--- config.mk ---
export PLATFORM = sky130hd
export DESIGN_NAME = csac_top
export DESIGN_NICKNAME = d
export VERILOG_FILES = /design/src/design/csac_pkg.sv /design/src/design/csac_top.sv
export SDC_FILE = /design/constraint.sdc
export NUM_CORES = 1
export LEC_CHECK = 0
export BUFFER_PORTS_ARGS = -buffer_cell sky130_fd_sc_hd__clkbuf_2
export CAP_MARGIN = 20
export CORE_MARGIN = 4
export CORE_UTILIZATION = 55
export DETAILED_ROUTE_END_ITERATION = 10
export PLACE_DENSITY = 0.82
export SYNTH_ARGS = -nofsm -noshare
export SYNTH_HDL_FRONTEND = slang
export SYNTH_SLANG_ARGS = --single-unit
--- constraint.sdc ---
create_clock -name sys_clk -period 8.72 [get_ports sys_clk]
set_input_delay 0.872 -clock sys_clk [delete_from_list [all_inputs] [get_ports sys_clk]]
set_output_delay 0.872 -clock sys_clk [all_outputs]
set_load 0.1 [all_outputs]
--- src/design/csac_pkg.sv ---
package csac_pkg;
    localparam logic [11:0] OFS_SEL0_BASE = 12'h080;
    localparam logic [11:0] OFS_SEL0_MASK = 12'h084;
    localparam logic [11:0] OFS_SEL0_CTRL = 12'h088;
    localparam logic [11:0] OFS_SEL1_BASE = 12'h08c;
    localparam logic [11:0] OFS_SEL1_MASK = 12'h090;
    localparam logic [11:0] OFS_SEL1_CTRL = 12'h094;
    localparam logic [11:0] OFS_STATUS = 12'h098;
    // Control register field positions.
    localparam int WAIT_LSB = 10;
    localparam int AUTO_ACK_BIT = 8;
    localparam int PORT_LSB = 6;
    localparam int BEM_BIT = 5;
    localparam int BURST_RD_BIT = 4;
    localparam int BURST_WR_BIT = 3;
    // Mask register field positions.
    localparam int WP_BIT = 8;
    localparam int VALID_BIT = 0;
    localparam logic [15:0] CTRL_WMASK = 16'h3df8;
    localparam logic [31:0] MASK_WMASK = 32'hffff_01ff;
    localparam logic [15:0] CTRL0_RESET = 16'h3da0;
    localparam logic [1:0] PORT_RESERVED = 2'h0;
    localparam logic [1:0] PORT_BYTE = 2'h1;

    typedef struct packed {
        logic [31:0] addr;
        logic write;
        logic [1:0] size;
        logic [31:0] wdata;
    } csac_req_s;

    typedef enum logic [1:0] {
        CSAC_BYTE,
        CSAC_HALF,
        CSAC_LONG
    } csac_size_e;
endpackage : csac_pkg

--- src/design/csac_top.sv ---
// The implementer's own choice: the strobed register port.
`timescale 1ns/100ps
// Functional notes
// - Select zero decodes every address as boot select until validated.
// - Wait count cycles are inserted before the internal acknowledge.
// - Auto acknowledge bit zero means no internal acknowledge at all.
// - Burst read off splits wide reads into port-width beats.
// - Burst write off splits wide writes into port-width beats.
// - Port width 01 is byte, 10 and 11 are halfword, 00 reserved.
// - Halfword ports use data lanes 31 to 16 only.
// - The lowest address bit is never driven externally.
// - Select one stays quiet until valid; reset clears every valid bit.
// - Select zero control resets to known values; select one does not.
// - Outside boot, writes to a protected range that no other select covers assert no select and end as unmapped.
module csac_top
    import csac_pkg::*;
(
    input wire logic sys_clk,
    input wire logic rst,
    input wire logic [11:0] reg_addr,
    input wire logic [31:0] reg_wdata,
    input wire logic reg_wr,
    input wire logic reg_rd,
    output logic [31:0] reg_rdata,
    input wire csac_req_s req,
    input wire logic req_valid,
    output logic req_done,
    output logic [31:0] req_rdata,
    output logic req_unmapped,
    output logic [1:0] select_n,
    output logic [31:1] ext_addr,
    output logic ext_write,
    output logic burst,
    output logic [31:0] ext_dout,
    output logic ext_doe_n,
    input wire logic [31:0] ext_din,
    input wire logic transfer_ack_n
);
    // ************************************************************
    // Registers
    // ************************************************************
    logic [31:0] base [2];
    logic [31:0] mask [2];
    logic [15:0] ctrl [2];
    logic [31:0] rdata_mux;
    logic ack_sync1;
    logic ack_sync2;

    // Only the upper sixteen address bits take part in a match; the mask
    // decides which of them must agree with the base.
    function automatic logic hit(input logic [31:0] a, input logic [31:0] b,
                                 input logic [31:0] m);
        hit = ((a[31:16] ^ b[31:16]) & ~m[31:16]) == 16'h0000;
    endfunction : hit

    always_ff @(posedge sys_clk) begin
        if (rst) begin
            ctrl[0] <= CTRL0_RESET;
        end else if (reg_wr && reg_addr == OFS_SEL0_CTRL) begin
            ctrl[0] <= reg_wdata[15:0] & CTRL_WMASK;
        end
    end

    // Select one control and both bases have no reset value. Software must
    // program them before setting a valid bit; until then the decode
    // ignores them, so their unknown contents never reach the pins.
    always_ff @(posedge sys_clk) begin
        if (reg_wr && reg_addr == OFS_SEL1_CTRL) begin
            ctrl[1] <= reg_wdata[15:0] & CTRL_WMASK;
        end
    end

    always_ff @(posedge sys_clk) begin
        if (reg_wr && reg_addr == OFS_SEL0_BASE) begin
            base[0] <= {reg_wdata[31:16], 16'h0000};
        end
        if (reg_wr && reg_addr == OFS_SEL1_BASE) begin
            base[1] <= {reg_wdata[31:16], 16'h0000};
        end
    end

    always_ff @(posedge sys_clk) begin
        if (rst) begin
            mask[0] <= 32'h0;
            mask[1] <= 32'h0;
        end else begin
            if (reg_wr && reg_addr == OFS_SEL0_MASK) begin
                mask[0] <= reg_wdata & MASK_WMASK;
            end
            if (reg_wr && reg_addr == OFS_SEL1_MASK) begin
                mask[1] <= reg_wdata & MASK_WMASK;
            end
        end
    end

    // ************************************************************
    // Transfer engine
    // ************************************************************
    typedef enum logic [1:0] {ST_IDLE, ST_WAIT, ST_ACK} csac_st_e;
    csac_st_e state;
    logic sel;
    logic [3:0] wait_cnt;
    logic [1:0] beats_left;
    logic [31:0] rd_acc;
    logic [31:0] cur_addr;
    logic [31:0] wdata_q;
    logic cur_write;
    logic [1:0] step;
    logic hit0;
    logic hit1;
    logic boot;
    logic use_sel;
    logic any_hit;
    logic [15:0] c;
    logic byte_port;
    logic [1:0] beats;
    logic take;
    logic miss;
    logic wait_done;
    logic beat_ack;
    logic last_beat;

    // ************************************************************
    // Address decode
    // ************************************************************
    // Select zero answers every address until its valid bit is set, so a
    // boot memory can be reached before any register has been written.
    assign boot = !mask[0][VALID_BIT];
    assign hit0 = boot || (hit(req.addr, base[0], mask[0]) &&
                  !(req.write && mask[0][WP_BIT]));
    assign hit1 = mask[1][VALID_BIT] && hit(req.addr, base[1], mask[1]) &&
                  !(req.write && mask[1][WP_BIT]);
    assign use_sel = hit0 ? 1'b0 : 1'b1;
    assign any_hit = hit0 || hit1;
    assign c = ctrl[use_sel];
    assign byte_port = c[PORT_LSB+:2] == PORT_BYTE;

    // Beats counts the beats that follow the first one, so a single beat
    // transfer needs no extra state.
    always_comb begin
        beats = 2'd0;
        if (req.size == CSAC_LONG) begin
            beats = byte_port ? 2'd3 : 2'd1;
        end else if (req.size == CSAC_HALF && byte_port) begin
            beats = 2'd1;
        end
    end

    // A byte port fills the word one byte at a time, a halfword port one
    // half at a time; the first beat ends up in the most significant part.
    function automatic logic [31:0] lane_shift(input logic [31:0] acc,
                                               input logic [31:0] din,
                                               input logic [1:0] width);
        lane_shift = width == 2'd1 ? {acc[23:0], din[31:24]}
                                   : {acc[15:0], din[31:16]};
    endfunction : lane_shift

    // The sequencing, handshake and data path processes below key off these terms, so that the state
    // machine and the data path cannot disagree about where a beat ends.
    assign take = state == ST_IDLE && req_valid && any_hit;
    assign miss = state == ST_IDLE && req_valid && !any_hit;
    assign wait_done = ctrl[sel][AUTO_ACK_BIT]
                       ? wait_cnt == ctrl[sel][WAIT_LSB+:4]
                       : !ack_sync2;
    assign beat_ack = state == ST_ACK;
    assign last_beat = beats_left == 2'd0;

    // ************************************************************
    // Acknowledge synchroniser
    // ************************************************************
    // The far side drives its acknowledge on its own timing, so it passes
    // two flops before the state machine looks at it; this costs two
    // cycles on every externally ended beat.
    always_ff @(posedge sys_clk) begin
        ack_sync1 <= transfer_ack_n;
        ack_sync2 <= ack_sync1;
    end

    // ************************************************************
    // Beat sequencing
    // ************************************************************
    always_ff @(posedge sys_clk) begin
        if (rst) begin
            state <= ST_IDLE;
        end else begin
            unique case (state)
                ST_IDLE: begin
                    if (take) begin
                        state <= ST_WAIT;
                    end
                end
                ST_WAIT: begin
                    if (wait_done) begin
                        state <= ST_ACK;
                    end
                end
                ST_ACK: begin
                    state <= last_beat ? ST_IDLE : ST_WAIT;
                end
                default: state <= ST_IDLE;
            endcase
        end
    end

    // The count saturates, so a long external wait can never wrap it round
    // into a match that would end a later beat early.
    // wait count
    always_ff @(posedge sys_clk) begin
        if (rst) begin
            wait_cnt <= 4'h0;
        end else if (take || beat_ack) begin
            wait_cnt <= 4'h0;
        end else if (state == ST_WAIT && wait_cnt != 4'hf) begin
            wait_cnt <= wait_cnt + 4'h1;
        end
    end

    always_ff @(posedge sys_clk) begin
        if (rst) begin
            select_n <= 2'b11;
            burst <= 1'b0;
            sel <= 1'b0;
        end else if (take) begin
            select_n <= hit0 ? 2'b10 : 2'b01;
            sel <= use_sel;
            burst <= beats != 2'd0 &&
                     (req.write ? c[BURST_WR_BIT] : c[BURST_RD_BIT]);
        end else if (beat_ack && last_beat) begin
            select_n <= 2'b11;
            burst <= 1'b0;
        end
    end

    // ************************************************************
    // Handshake outputs
    // ************************************************************
    // unmapped answer
    always_ff @(posedge sys_clk) begin
        if (rst) begin
            req_done <= 1'b0;
            req_unmapped <= 1'b0;
        end else begin
            req_done <= miss || (beat_ack && last_beat);
            req_unmapped <= miss;
        end
    end

    always_ff @(posedge sys_clk) begin
        if (rst) begin
            beats_left <= 2'd0;
            cur_addr <= 32'h0;
            cur_write <= 1'b0;
            step <= 2'd1;
        end else if (take) begin
            beats_left <= beats;
            cur_addr <= req.addr;
            cur_write <= req.write;
            step <= byte_port ? 2'd1 : 2'd2;
        end else if (beat_ack && !last_beat) begin
            beats_left <= beats_left - 2'd1;
            cur_addr <= cur_addr + {30'h0, step};
        end
    end

    always_ff @(posedge sys_clk) begin
        if (rst) begin
            wdata_q <= 32'h0;
            rd_acc <= 32'h0;
            req_rdata <= 32'h0;
        end else if (take) begin
            wdata_q <= req.wdata;
            rd_acc <= 32'h0;
        end else if (beat_ack) begin
            rd_acc <= lane_shift(rd_acc, ext_din, step);
            if (last_beat) begin
                req_rdata <= lane_shift(rd_acc, ext_din, step);
            end else begin
                wdata_q <= step == 2'd1 ? {wdata_q[23:0], 8'h00}
                                        : {wdata_q[15:0], 16'h0000};
            end
        end
    end

    // ************************************************************
    // External pins
    // ************************************************************
    // no lowest bit
    assign ext_addr = cur_addr[31:1];
    assign ext_write = cur_write && state != ST_IDLE;
    // The lanes are driven only while a write is in progress, so a read
    // never fights the far side for the data bus.
    assign ext_doe_n = !(cur_write && state != ST_IDLE);
    always_comb begin
        if (step == 2'd1) begin
            ext_dout = {wdata_q[31:24], 24'h0};
        end else begin
            ext_dout = {wdata_q[31:16], 16'h0000};
        end
    end

    // ************************************************************
    // Register read port
    // ************************************************************
    // The status word shows the boot mode, a busy flag and the select in
    // use, so software can see when select zero has left boot decoding.
    always_comb begin
        unique case (reg_addr)
            OFS_SEL0_BASE: rdata_mux = base[0];
            OFS_SEL0_MASK: rdata_mux = mask[0];
            OFS_SEL0_CTRL: rdata_mux = {16'h0, ctrl[0]};
            OFS_SEL1_BASE: rdata_mux = base[1];
            OFS_SEL1_MASK: rdata_mux = mask[1];
            OFS_SEL1_CTRL: rdata_mux = {16'h0, ctrl[1]};
            OFS_STATUS: rdata_mux = {29'h0, boot, state != ST_IDLE, sel};
            default: rdata_mux = 32'h0;
        endcase
    end

    // Read data falls back to zero outside the answer cycle, so a stale
    // value can never be mistaken for a fresh read.
    always_ff @(posedge sys_clk) begin
        if (rst) begin
            reg_rdata <= 32'h0;
        end else if (reg_rd) begin
            reg_rdata <= rdata_mux;
        end else begin
            reg_rdata <= 32'h0;
        end
    end
endmodule : csac_top

; ---- Yosys cells after proc, flatten, opt, wreduce, memory -nomap -nowiden
; Memory sizes are Yosys's and may differ from the RTL's. A register that Yosys moved wholly into a read port is not among the register bits.
; Cells that the tools add are included.
[classes]
muxes = 52
add_sub_neg = 3
n_bitwise = 11
reduce_logical = 47
eq_ne = 18
[op_table]
columns = op, count
row1 = $mux W32, 7
row2 = $pmux W32 S7, 1
row3 = $eq A12 B8 Y1 const B, 7
row4 = $mux W25, 2
row5 = $add A32 B2 Y32, 1
row6 = $and A16 B16 Y16, 2
row7 = $logic_not A16 Y1, 2
row8 = $not A16 Y16, 2
row9 = $xor A16 B16 Y16, 2
row10 = $mux W1, 28
row11 = $mux W24, 1
row12 = $logic_and A1 B1 Y1, 20
row13 = $mux W2, 10
row14 = $mux W16, 1
row15 = $reduce_or A16 Y1, 1
row16 = $mux W10, 1
row17 = $reduce_bool A2 Y1, 5
row18 = $eq A2 B1 Y1 const B, 4
row19 = $logic_not A1 Y1, 7
row20 = $ne A2 B2 Y1 const B, 3
row21 = $pmux W2 S3, 1
row22 = $reduce_or A2 Y1, 3
row23 = $add A4 B1 Y4 const B, 1
row24 = $eq A2 B2 Y1 const B, 2
row25 = 9 further kinds, 17
[totals]
reg_bits = 171
elab_cells = 151
n_memories = 3
mem_bits_rw = 102
[mem_list]
columns = name, depth, word_bits, rd, rd_ports_with_merged_regs, write_ports, line_no
row1 = mask, 2, 25, 2, 0, 2, csac_top.sv:43  ; logic [31:0] mask [2];
row2 = base, 2, 16, 2, 0, 1, csac_top.sv:42  ; logic [31:0] base [2];
row3 = ctrl, 2, 10, 4, 1, 2, csac_top.sv:44  ; logic [15:0] ctrl [2];

; ---- Depth between registers and ports, before layout
; An unclocked memory read counts as a cell.
[depth]
ltp_word = 15
depth_mapped = 10
mapped_depth_nobuf = 9

; ---- Worst setup path before layout
; No wires, ideal clock.
[synth_path]
path_kind = input -> register
start = input reg_addr[10]
end = memory mask[0][0] (netlist name) (enable)
required_time_ps = 8338
n_path_buf = 1
arrival_time_ps = 3002
setup_time_ps = 382
setup_slack_ps = 5336
stages = 8
path_cell_list = nor4_1 -> nand2_1 -> nor4b_1 -> nand2_1 -> nor2_1 -> clkbuf_1 -> nand2_1 -> nand2_1
[synth_lines]
columns = item, line_no
row1 = start: declaration, csac_top.sv:20  ; input wire logic [11:0] reg_addr,
row2 = end: declaration, csac_top.sv:43

==> results.md <==
- The net switching share of the total power is 28.4%.
- The number of gates resized after cts is 0.
- The final routed wire length divided by cell count is 18.8 um.
- The initial antenna violation count is 1.
- The simple-gate share of the synthesized area is 15.5%.
- Cells fill 65.3% of the core in the end.
- The power spent charging and discharging nets is approximately 0.84 mW.
- At the placement stage, the worst setup path has a slack of 4.83 ns.
- The clock period could shrink to ~3.4 ns.
- The remaining number of nets flagged by the antenna check after routing is 0.
- After Yosys synthesis, XOR and XNOR cells account for around 3.9% of the synthesized area.
- The synthesized netlist devotes ~16% of its cell area to compound gates.
- In this run the tightest slew margin relative to its limit is 34.8%.
- Setup repair after global routing left no endpoint under its margin.
- The kind of critical path is in -> reg.
- Counting distinct cell types in the post-synthesis netlist gives 61.
- Across every metal layer, demand over resource in global routing totals between 20% and 30%.
- The number of antenna diodes in the final layout is 0.
- The yosys synthesis warning count is 0.
- At the end of routability-driven placement, the weighted congestion stood at ~0.90.
- The fraction of layout cells with a size suffix above 1 is between 20% and 30%.
- The CTS root buffer is sky130_fd_sc_hd__clkbuf_16.
- Relative to the synthesized area, the layout overhead comes to 16.1%.
- The flow ran to the end, and the final reports show no timing, DRC or antenna violations.
- The clock insertion delay at the later pin of the skew report is 0.55 ns.
- STA puts the critical path data required time at 9.01 ns.
- The cell area that synthesis handed to floorplanning was roughly 12,000 um2.
- The number of buffers and inverters on the critical path is 1.
- The number of buffers created by CTS is 28.
- Detailed placement finished with a half-perimeter wire length of 21,100 um.
- The pin slew with the least headroom to its limit is 0.977 ns.
- The floorplan step set the die width to roughly 160 um.
- The average instance in the mapped netlist occupies 9.97 um2.
- The floorplan step defined a die boundary enclosing roughly 24,000 um2.
- The per-cell via count in the routed design is between 5 and 6.
- In this run the deepest clock path goes through 3 buffers.
- The worst path setup slack after routing is 5.37 ns.
- Counting flops with an async set or reset pin after synthesis yields a share of 0%.
- The number of failing hold endpoints at the final stage is 0.
- The depth of the CTS H-tree is 1.
- The final-report max-slew violation count is 0.
- The clock transition at the registers of the reported paths is ~0.06 ns.
- Once placement completed, the tool counted placed cells totaling around 1,600.
- Setup violations remaining at the end of the flow were counted as 0.
- The final global-route overflow total is 0.
- The starting density of the core is a little under three fifths.
- The remaining design rule violation count is 0.
- The biggest cell delay along the critical path is approximately 0.74 ns.
- STA classifies the critical path endpoint as a register.
- TritonCTS built the clock tree.
- The worst setup path is launched from a primary input.
- The count of input and output buffers is 244.
- The arrival time of the worst setup path is 3.64 ns.
- For this design, the CTS-stage hold fixing added 0 buffers.
- The fraction of synthesized area in multiplexers is about 2.7%.
- The path class of the tightest hold or removal check is reg -> reg.
- After synthesis, the largest family of logic cells by area is compound AO/OA/AOI/OAI gates.
- Summed over all failing endpoints, the final setup total negative slack is 0 ns.
- The static power due to leakage is a little over 5 nW.
- The largest delay contributor family on the critical path is simple AND/OR/NAND/NOR gates.
- The global-route wire length before repair is just under 50,000 um.
- The most numerous cell type found on the critical path is sky130_fd_sc_hd__nand2_1.
- The maximum clock skew at final layout is 0.0292 ns.
- The number of global-route vias before repair is between 9,000 and 10,000.
- The number of synthesized flops with an enable pin is 102.
- The die extent in y is 155 um.
- The total power divided by cell area is ~210 nW/um2.
- After synthesis, flip-flops and latches occupy approximately 54% of the total area.
- The top achievable clock speed is roughly 300 MHz.
- At the end of the flow, the number of nets in the layout was approximately 1,500.
- The final layout contains routed wiring with a total length of around 31,000 um.
- The critical path goes through clkbuf_2 -> nor4_1 -> nand2_1 -> nor4b_1 -> nand2_1 -> nor2_1 -> and3_1 -> nand2b_1.
- The slowest library cell on the worst path is sky130_fd_sc_hd__nor2_1.
- The core region is between 20,000 and 25,000 um2.
- The internal power is roughly 2.1 mW.
- The clock network accounts for 38.5% of the total power.
- The worst-path maximum fanout is 12.
- The count of cells in the finished layout, fillers not included, comes to 1,656.
- The combinational share of power is ~14%.
- Registers are responsible for roughly 47% of the overall power.
- The count of maximum capacitance violations is 0.
- The clock sink total is between 200 and 300.
- Counting flops and latches in the post-synthesis netlist gives ~270.
- about 280 I/O pins were placed.
- Dividing the final minimum period by the clock period gives 38.4%.
- The worst IR drop on VDD is roughly 170 uV.
- In the synthesized netlist the dominant register cell turns out to be sky130_fd_sc_hd__dfxtp_1.
- After the first detailed-routing iteration, the DRC count stood at 776.
- The setup fix buffers added after clock tree synthesis is 0.
- The post-synthesis adder-cell area fraction is less than 1%.
- The first detailed-routing pass ran for 5 iterations.
- Entering global routing, the biggest net connects between 80 and 90 pins.
- The total number of vias is ~9,600.
- In the synthesized netlist, the number of instances is 1,193.
- Row generation in the floorplan step produced 53 rows.
-- worst paths after layout --
check,start,endpoint,slack [ns],cells after the start
worst max-delay path,reg_addr[5],ctrl[0][8],5.37,8
worst max register to register,beats_left[0],cur_addr[28],5.54,7
worst min-delay path,ack_sync1,ack_sync2,0.34,0
worst min register to register,ack_sync1,ack_sync2,0.34,0
-- layout by cell type (no fill, tap or decap), types with 6 or more instances in the layout --
master / n
sky130_fd_sc_hd__clkbuf_2: 243
sky130_fd_sc_hd__dfxtp_1: 169
sky130_fd_sc_hd__nor2_1: 115
sky130_fd_sc_hd__a21oi_1: 112
sky130_fd_sc_hd__edfxtp_1: 102
sky130_fd_sc_hd__nand2_1: 98
sky130_fd_sc_hd__a211oi_1: 60
sky130_fd_sc_hd__nand3_1: 56
sky130_fd_sc_hd__a22oi_1: 54
sky130_fd_sc_hd__xnor2_1: 47
sky130_fd_sc_hd__and2_1: 33
sky130_fd_sc_hd__mux2i_1: 31
sky130_fd_sc_hd__clkbuf_16: 29
sky130_fd_sc_hd__nor3_1: 19
sky130_fd_sc_hd__conb_1: 19
sky130_fd_sc_hd__o22ai_1: 16
sky130_fd_sc_hd__nor2b_1: 13
sky130_fd_sc_hd__nand2b_1: 13
sky130_fd_sc_hd__o211ai_1: 13
sky130_fd_sc_hd__clkbuf_1: 12
sky130_fd_sc_hd__inv_1: 11
sky130_fd_sc_hd__buf_4: 11
sky130_fd_sc_hd__a311oi_1: 10
sky130_fd_sc_hd__nor4_1: 8
sky130_fd_sc_hd__nand4_1: 8
sky130_fd_sc_hd__a31oi_1: 8
sky130_fd_sc_hd__xor2_1: 6
-- sequential cells by signal, summed over array words and instances (netlist names), 2 cells and up, named ones only --
signal and flops:
base 32, wdata_q 32, step 2, select_n 2, req_rdata 32, rd_acc 24, ctrl 20, state 2
mask 50, wait_cnt 4, beats_left 2, reg_rdata 29, cur_addr 32
-- worst register-to-register path: stages, from the launching register on --
cell and delay, ns:
sky130_fd_sc_hd__dfxtp_1 0.31, sky130_fd_sc_hd__inv_1 0.05, sky130_fd_sc_hd__ha_1 0.23, sky130_fd_sc_hd__or3b_4 0.65, sky130_fd_sc_hd__nor3_1 0.82, sky130_fd_sc_hd__nand3_1 0.45, sky130_fd_sc_hd__o311ai_0 0.42, sky130_fd_sc_hd__a21oi_1 0.11
-- Yosys cell counts (all sizes together) (2+ instances only) --
cell / instances / area share [%]
and3: 4 / 0.21
a222oi: 2 / 0.17
o22ai: 16 / 0.84
clkbuf: 54 / 1.7
and2: 34 / 1.8
xor2: 6 / 0.44
a311oi: 10 / 0.74
nand2b: 13 / 0.68
dfxtp: 169 / 28
or2: 4 / 0.21
a211oi: 60 / 3.8
and4: 4 / 0.29
o2111ai: 2 / 0.15
nand2: 98 / 3.1
nor4: 8 / 0.42
inv: 11 / 0.35
a21oi: 115 / 5.0
nor2b: 15 / 0.79
nand4: 8 / 0.42
a22oi: 54 / 3.4
a31oi: 8 / 0.42
o31ai: 2 / 0.24
o21ai: 2 / 0.084
nor3: 19 / 0.80
nand3: 56 / 2.4
ha: 4 / 0.42
mux2i: 31 / 2.6
edfxtp: 102 / 26
nor2: 117 / 3.7
o211ai: 13 / 0.82
buf: 81 / 4.6
xnor2: 47 / 3.5
or3: 4 / 0.25
-- stage by stage --
stage / power, mW / hold WS [ns] / cell area (um2)
2_1_floorplan: 1.76 / 0.310 / 12000
6_report: 2.96 / 0.337 / 13800
4_1_cts: 2.98 / 0.338 / 13800
5_1_grt: 3.06 / 0.363 / 13800
3_3_place_gp: 1.84 / 0.315 / 12900
3_5_place_dp: 1.84 / 0.324 / 12900
-- power groups by stage --
stage               Clock, mW  Combinational, mW  Sequential, mW
CTS                      1.16              0.424            1.40
global placement            0              0.419            1.42
global route             1.21              0.450            1.40
detailed placement          0              0.422            1.42
finish                   1.14              0.426            1.40
floorplan                   0              0.288            1.47
-- metal layers --
metal  up-vias  track usage, %  share of wire, %
met1      4513            32.9                40
met2       471            40.3                47
met3        61            5.62               9.6
met5         -               0             0.042
met4         2            7.49               2.5
li1       4590               -                 -
-- area by class of cell --
class                   count  area [um2]
flip-flops and latches    271        6450
multi-input cells         793        4760
well taps                 275         344
clock buffers              44         812
inverters                  12        45.0
clock inverters             5        61.3
repair buffers            256        1340
fillers                  1654        7340
-- cell families (layout without fill, tap and decap cells) --
group | after synthesis | in the layout
multiplexers | 32 | 32
other | 1 | 19
adder cells (fa/ha/maj) | 5 | 5
XOR/XNOR | 53 | 53
buffers and inverters | 147 | 317
AND/OR/NAND/NOR | 390 | 390
AO/OA/AOI/OAI | 294 | 294
flip-flops | 271 | 271
(Power assumes the default switching activity.)
